### src/logic/dpa_params.svh
// Timing and format constants for the dual pipelined converter output logic
`ifndef DPA_PARAMS_SVH
`define DPA_PARAMS_SVH

`define DPA_CLK_PERIOD_NS 10
// Clock cycles per sample period; phases take one cycle each with a gap between
`define DPA_SAMPLE_DIV 4
`define DPA_PH_SAMPLE 2'h0
`define DPA_PH_HOLD 2'h2
`define DPA_MIN_RATE_SPS 1000000
`define DPA_RESULT_BITS 8
`define DPA_STAGES 7
`define DPA_DELAY_DEPTH 8
`define DPA_LATENCY_CYCLES 6
`define DPA_INVALID_CYCLES 20
`define DPA_INVALID_CNT_W 5

`endif

### src/logic/dpa_pkg.sv
// Types shared by the dual pipelined converter output logic
`default_nettype none
`include "dpa_params.svh"

package dpa_pkg;

	typedef logic [1:0] dpa_code_t;

	// Stage 0..5 carry a redundant bit; stage 6 is the final flash
	typedef struct packed {
		dpa_code_t [`DPA_STAGES-1:0] stage;
	} dpa_stage_codes_t;

	typedef struct packed {
		dpa_stage_codes_t inphase;
		dpa_stage_codes_t quad;
	} dpa_chan_codes_t;

	typedef struct packed {
		logic [`DPA_RESULT_BITS-1:0] inphase;
		logic [`DPA_RESULT_BITS-1:0] quad;
	} dpa_chan_result_t;

endpackage : dpa_pkg

`default_nettype wire

### src/logic/dpa_output.sv
// Clock phases, stage delay line, correction and output register for both channels
//
// Overview of operation
// - Two independent 8-bit channels, own outputs
// - Non-overlapping sample and hold phases
// - Stages sample one phase, amplify other
// - Alternate stages use opposite phases
// - Six redundant 2-bit stages, final flash
// - Delay line aligns stage codes per sample
// - Overlap add corrects into 8-bit word
// - Result appears eight samples after the codes change
// - One new result every sample period
// - Flag first 20 samples invalid
// - Offset binary, msb in bit 7
// - All ones top, all zeros bottom
`default_nettype none
`include "dpa_params.svh"

module dpa_output
	import dpa_pkg::*;
(
	input wire logic clk,
	input wire logic arst_n,
	input wire dpa_chan_codes_t stage_codes,
	output logic phase_sample,
	output logic phase_hold,
	output logic sample_tick,
	output dpa_chan_result_t chan_result,
	output logic result_valid
);

	// Overlap add: stage k weighs 2^(6-k); the sum can pass full scale
	function automatic logic [`DPA_RESULT_BITS-1:0] dpa_correct(input dpa_stage_codes_t c);
		logic [9:0] sum;
		sum = 10'h000;
		for (int k = 0; k < `DPA_STAGES; k++) begin
			sum = sum + (10'(c.stage[k]) << (`DPA_STAGES - 1 - k));
		end
		// No floor clamp: stage codes only ever add
		// Clamp keeps over-range at all ones instead of wrapping
		dpa_correct = (sum > 10'h0FF) ? 8'hFF : sum[7:0];
	endfunction : dpa_correct

	// Three-flop filter: a bit moves only when stages two and three agree
	function automatic dpa_chan_codes_t dpa_agree(input dpa_chan_codes_t a, input dpa_chan_codes_t b,
		input dpa_chan_codes_t held);
		dpa_agree = (a & b) | (held & (a | b));
	endfunction : dpa_agree

	logic rst_s1_q;
	logic rst_n_q;
	logic [1:0] ph_q;
	dpa_chan_codes_t sync1_q;
	dpa_chan_codes_t sync2_q;
	dpa_chan_codes_t sync3_q;
	dpa_chan_codes_t codes_q;
	dpa_code_t dl_q [2][`DPA_STAGES][`DPA_DELAY_DEPTH];
	dpa_chan_result_t pipe_q [2];
	logic [`DPA_LATENCY_CYCLES-1:0] fill_q;
	logic [`DPA_INVALID_CNT_W-1:0] inv_cnt_q;
	logic phase_sample_q;
	logic phase_hold_q;
	logic sample_tick_q;
	dpa_chan_result_t chan_result_q;
	logic result_valid_q;

	wire logic sample_en;
	wire logic half_en;
	wire dpa_code_t [`DPA_STAGES-1:0] cap_code [2];
	wire dpa_stage_codes_t aligned [2];
	wire dpa_chan_result_t corrected;
	wire logic warmed;
	wire logic [1:0] ph_next;
	wire logic ps_next;
	wire logic hold_next;
	wire logic fill_done;
	wire logic [`DPA_INVALID_CNT_W-1:0] inv_cnt_d;
	wire dpa_chan_result_t out_next;

	// Assertion stays asynchronous, release is synchronous
	always_ff @(posedge clk or negedge arst_n) begin
		if (!arst_n) begin
			rst_s1_q <= 1'b0;
			rst_n_q <= 1'b0;
		end else begin
			rst_s1_q <= 1'b1;
			rst_n_q <= rst_s1_q;
		end
	end

	assign sample_en = (ph_q == `DPA_PH_SAMPLE);
	assign half_en = (ph_q == `DPA_PH_SAMPLE) || (ph_q == `DPA_PH_HOLD);
	// Registered phases decode the next count so they line up with it
	assign ph_next = ph_q + 2'h1;
	assign ps_next = (ph_next == `DPA_PH_SAMPLE);
	assign hold_next = (ph_next == `DPA_PH_HOLD);

	always_ff @(posedge clk or negedge rst_n_q) begin
		if (!rst_n_q) begin
			ph_q <= 2'h3;
			phase_sample_q <= 1'b0;
			phase_hold_q <= 1'b0;
			sample_tick_q <= 1'b0;
		end else begin
			ph_q <= ph_next;
			phase_sample_q <= ps_next;
			phase_hold_q <= hold_next;
			sample_tick_q <= sample_en;
		end
	end

	// Stage codes come from comparators outside this clock
	// Zero codes in reset so early words read as zero
	always_ff @(posedge clk or negedge rst_n_q) begin
		if (!rst_n_q) begin
			sync1_q <= '0;
			sync2_q <= '0;
			sync3_q <= '0;
			codes_q <= '0;
		end else begin
			sync1_q <= stage_codes;
			sync2_q <= sync1_q;
			sync3_q <= sync2_q;
			codes_q <= dpa_agree(sync2_q, sync3_q, codes_q);
		end
	end

	assign cap_code[0] = codes_q.inphase.stage;
	assign cap_code[1] = codes_q.quad.stage;

	// Depth eight lets stage zero wait seven half periods
	// shift every half period
	// stage k settles k half periods after the sample
	always_ff @(posedge clk or negedge rst_n_q) begin
		if (!rst_n_q) begin
			for (int c = 0; c < 2; c++) begin
				for (int k = 0; k < `DPA_STAGES; k++) begin
					for (int j = 0; j < `DPA_DELAY_DEPTH; j++) begin
						dl_q[c][k][j] <= 2'h0;
					end
				end
			end
		end else if (half_en) begin
			for (int c = 0; c < 2; c++) begin
				for (int k = 0; k < `DPA_STAGES; k++) begin
					dl_q[c][k][0] <= cap_code[c][k];
					for (int j = 1; j < `DPA_DELAY_DEPTH; j++) begin
						dl_q[c][k][j] <= dl_q[c][k][j-1];
					end
				end
			end
		end
	end

	// stage k read at tap 7-k
	genvar gc, gk;
	generate
		for (gc = 0; gc < 2; gc++) begin : g_chan
			for (gk = 0; gk < `DPA_STAGES; gk++) begin : g_stage
				assign aligned[gc].stage[gk] = dl_q[gc][gk][`DPA_DELAY_DEPTH - 1 - gk];
			end
		end
	endgenerate

	assign corrected.inphase = dpa_correct(aligned[0]);
	assign corrected.quad = dpa_correct(aligned[1]);

	// Last pipe stage feeds the output register
	assign out_next = pipe_q[1];

	// two pipe stages plus output register
	always_ff @(posedge clk or negedge rst_n_q) begin
		if (!rst_n_q) begin
			pipe_q[0] <= '0;
			pipe_q[1] <= '0;
			chan_result_q <= '0;
		end else if (sample_en) begin
			pipe_q[0] <= corrected;
			pipe_q[1] <= pipe_q[0];
			chan_result_q <= out_next;
		end
	end

	// words before the pipeline fills and warm-up ends are flagged
	assign warmed = (inv_cnt_q == 5'(`DPA_INVALID_CYCLES));
	assign fill_done = fill_q[`DPA_LATENCY_CYCLES-2];
	// Counter stops at the limit so it cannot wrap back to invalid
	assign inv_cnt_d = inv_cnt_q + 5'h01;

	always_ff @(posedge clk or negedge rst_n_q) begin
		if (!rst_n_q) begin
			fill_q <= '0;
			inv_cnt_q <= '0;
			result_valid_q <= 1'b0;
		end else if (sample_en) begin
			fill_q <= {fill_q[`DPA_LATENCY_CYCLES-2:0], 1'b1};
			if (!warmed) begin
				inv_cnt_q <= inv_cnt_d;
			end
			result_valid_q <= warmed && fill_done;
		end
	end

	assign phase_sample = phase_sample_q;
	assign phase_hold = phase_hold_q;
	assign sample_tick = sample_tick_q;
	assign chan_result = chan_result_q;
	assign result_valid = result_valid_q;

endmodule : dpa_output

`default_nettype wire

### config.mk
export PLATFORM = sky130hd
export DESIGN_NAME = dpa_output
export DESIGN_NICKNAME = d
export VERILOG_FILES = /design/src/logic/dpa_pkg.sv /design/src/logic/dpa_output.sv
export VERILOG_INCLUDE_DIRS = /design/src /design/src/logic
export SDC_FILE = /design/constraint.sdc
export NUM_CORES = 1
export LEC_CHECK = 0
export BUFFER_PORTS_ARGS = -buffer_cell sky130_fd_sc_hd__buf_2
export CORE_ASPECT_RATIO = 0.7
export CORE_UTILIZATION = 55
export CTS_BUF_LIST = sky130_fd_sc_hd__clkbuf_4
export DETAILED_ROUTE_END_ITERATION = 10
export GPL_TIMING_DRIVEN = 0
export PLACE_DENSITY_LB_ADDON = 0.05
export SYNTH_ARGS = -nofsm -noshare
export SYNTH_HDL_FRONTEND = slang
export SYNTH_SLANG_ARGS = --single-unit
### constraint.sdc
create_clock -name clk -period 14.7 [get_ports clk]
set_input_delay 2.94 -clock clk [delete_from_list [all_inputs] [get_ports clk]]
set_output_delay 2.94 -clock clk [all_outputs]
set_load 0.1 [all_outputs]
==> metrics.md <==
| Metric | Value |
|---|---|
| Crit-path slowest cell | buf_2 |
| Setup crit end kind | primary output |
| Number of post-CTS setup repair buffers | 0 |
| Top delay family on crit path | buffers and inverters |
| CTS tree | done |
| DR vias | 5759 |
| Die Wd | about 170 um |
| Crit path kind | reg -> out |
| Worst path depth | 1 |
| VDD IR max | 0.00008937 V |
| FP Rows | between 40 and 50 |
| WP data arrival | 1.51 ns |
| Routed wire length | between 15000 and 20000 um |
| Cts hold-fix bufs | 0 |
| Core ar. | between 20000 and 25000 um^2 |
| Syn nets | 721 |
| Cell Pwr Density | 151.8 nW/um^2 |
| Layout cell share with drive strength beyond 1 | 0.3298 |
| Critical R2R Capture | aligned[6] |
| Mapped Cells | between 600 and 700 |
| Drt drc | 0 |
| Antenna Nets Post-Route | 0 |
| Distinct cells, synth | 47 |
| Leading area contributor after synthesis | dfrtp_1 |
| Final-report max-slew violation count | 0 |
| Clock root buffer | clkbuf_4 |
| Largest cells by area after synthesis | dfrtp_1 70%, mux2_1 9.9%, mux2_2 7.5% |
| First-pass GRT wire length | ~30000 um |
| # fillers | 1529 |
| CTS Buffer Depth | 3 |
| Most common cell after layout, fill and taps aside | dfrtp_1 |
| Iteration-0 DRC Markers | around 230 |
| Post-DP HPWL | approximately 11000 um |
| Most frequent cells in the layout | 315 x dfrtp_1, 116 x clkbuf_4, 100 x mux2_1 |
| Global placer's final weighted congestion | 0.8603 |
| Overall power | a little under 0.002 W |
| Setup violations, final | 0 |
| Area Growth Syn to Fin | 14.54% |
| Slew at the pin closest to its max-slew limit | roughly 0.64 ns |
| Maximum fanout along the worst path | 2 |
| Starting Density | 0.5671 |
| Final Non-Filler Cells | between 1000 and 1500 |
| Final net count | 851 |
| Seq/Total Area, Yosys | 0.7014 |
| Total of max-cap violations | 0 |
| Largest net degree at the start of global routing | 79 |
| R2R cell count | 7 |
| Fmax | ~220 MHz |
| Die height | ~120 um |
| Status | completed |
| Hold crit path type | reg -> reg |
| R2r setup slk | roughly 12 ns |
| Initial antenna violation count | 1 |
| Core Util, Final | 0.6495 |
| Crit-path max cell delay | approximately 0.45 ns |
| P_leak | approximately 5.8 nW |
| Synth Register Bits | roughly 320 |
| CP bufs+invs | 1 |
| Syn Std Cell Area | between 10000 and 15000 um^2 |
| Vias per cell | roughly 5 |
| Top-area cell type share of the netlist area | 0.6967 |
| All-Layer GR Usage | 0.1806 |
| Post-synth top flop | dfrtp_1 |
| Num CTS Buffers | 75 |
| Die ar. | between 20000 and 25000 um^2 |
| Crit-path cells | buf_2 |
| Hold Startpoint | sync1_q[5] |
| Endpoints failing hold | 0 |
| Period utilization | 0.3024 |
| H-tree Lvls | 3 |
| Clock Skews | roughly 0.038 ns |
| Mean Syn Cell Area | 16.91 um^2 |
| Reg clk slew, reported paths | around 0.070 ns |
| CTS resizes | 0 |
| Port bufs | 49 |
| Crit path launch type | register |
| EDFF count, synth | 0 |
| Async S/R FF share, synth | 1.000 |
| Slew HR | 0.5754 |
| Router iterations before antenna repair | 4 |
| Ys Warns | 0 |
| Reg2reg start | ph_q[0] |
| DR WL/cell | approximately 16 um |
| Final min period | around 4.4 ns |
| Dpl cells | roughly 990 |
| Worst-Skew Late Latency | 0.66 ns |
| Hold Path Depth | 0 |
| Worst Hold Path EP | sync2_q[5] |
| Setup_tns | 0 ns |
| Vias in the first global route | 6096 |
| RSZ-0062 raised after global routing | no |
| Io pins | 50 |
| Req. time, crit path | between 10 and 15 ns |
| Clock Sinks | 318 |
| GRT Residual Overflow | 0 |
how the worst max path moves through the flow:
stage                 start           end  slack, ns
2_1_floorplan       rst_n_q    aligned[0]       5.18
3_3_place_gp        rst_n_q   sync1_q[16]       2.60
3_5_place_dp   result_valid  result_valid      10.93
4_1_cts        result_valid  result_valid      10.21
5_1_grt        result_valid  result_valid      10.19
6_report       result_valid  result_valid      10.25
cell families after synthesis:
| kind of cell | synth area share |
|---|---|
| other | 0.0003304 |
| XOR/XNOR | 0.006174 |
| multiplexers | 0.1808 |
| flip-flops | 0.7014 |
| adder cells (fa/ha/maj) | 0.04807 |
| buffers and inverters | 0.01918 |
| AO/OA/AOI/OAI | 0.02315 |
| AND/OR/NAND/NOR | 0.02095 |
routing by layer:
layer	part of all wire	routed length [um]	vias up	global-route usage
met1	0.49	8591	2904	0.2593
met2	0.43	7531	130	0.2555
met3	0.054	951	41	0.05462
met5	0	0	-	0
met4	0.022	385	0	0.08169
li1	-	-	2684	-
cell usage after synthesis, types with 2 or more instances:
library cell  number
o211ai_1           2
maj3_1            28
dfrtp_1          316
ha_1              18
nor2_1             7
mux2_1           100
a2111o_1           2
inv_1              6
a21oi_1            5
mux2_2            76
a211oi_1           6
or3_1              2
o22ai_1            2
o2111ai_1          2
buf_4              3
mux2i_1            7
nor3_1             4
xnor2_1            7
nand3_1           12
nand4_1            2
buf_6             11
dfstp_2            2
fa_1               2
o21ai_0            4
nand2_1           14
buf_2              9
a31oi_1            2
state kept, by name, indices dropped and copies added (netlist names), 2 cells and up:
register and count:
sync2_q 28, dl_q 112, pipe_q 16, chan_result 16
sync1_q 28, cap_code 28, aligned 28, inv_cnt_q 5
fill_q 5, ph_q 2, sync3_q 28, out_next 16
through the flow:
stage / worst slack [ns] / area [um^2] / hold slack (ns)
floorplan: 5.185 / 11350 / 0.3312
global placement: 2.597 / 11930 / 0.3316
detailed placement: 10.93 / 12040 / 0.3355
CTS: 10.21 / 13000 / 0.3110
global route: 10.19 / 13000 / 0.3273
finish: 10.25 / 13000 / 0.3148
layout make-up:
cell class,count,area [um^2],share of cell area
buffer,23,191.4,0.01473
tap,270,337.8,0.02599
multi-input combinational,323,3172,0.2440
clock buffer,116,870.8,0.06699
inverter,7,26.28,0.002021
sequential,318,7964,0.6126
antenna,1,2.502,0.0001925
clock inverter,15,87.58,0.006737
timing repair buffer,53,347.8,0.02676
report_power, final:
group	leakage, nW	switching, W	internal [W]
Sequential	3.67	0.0000562	0.000972
Clock	0.579	0.000320	0.000376
Combinational	1.53	0.000165	0.0000836
No activity file was read; power rests on OpenSTA's default activity.
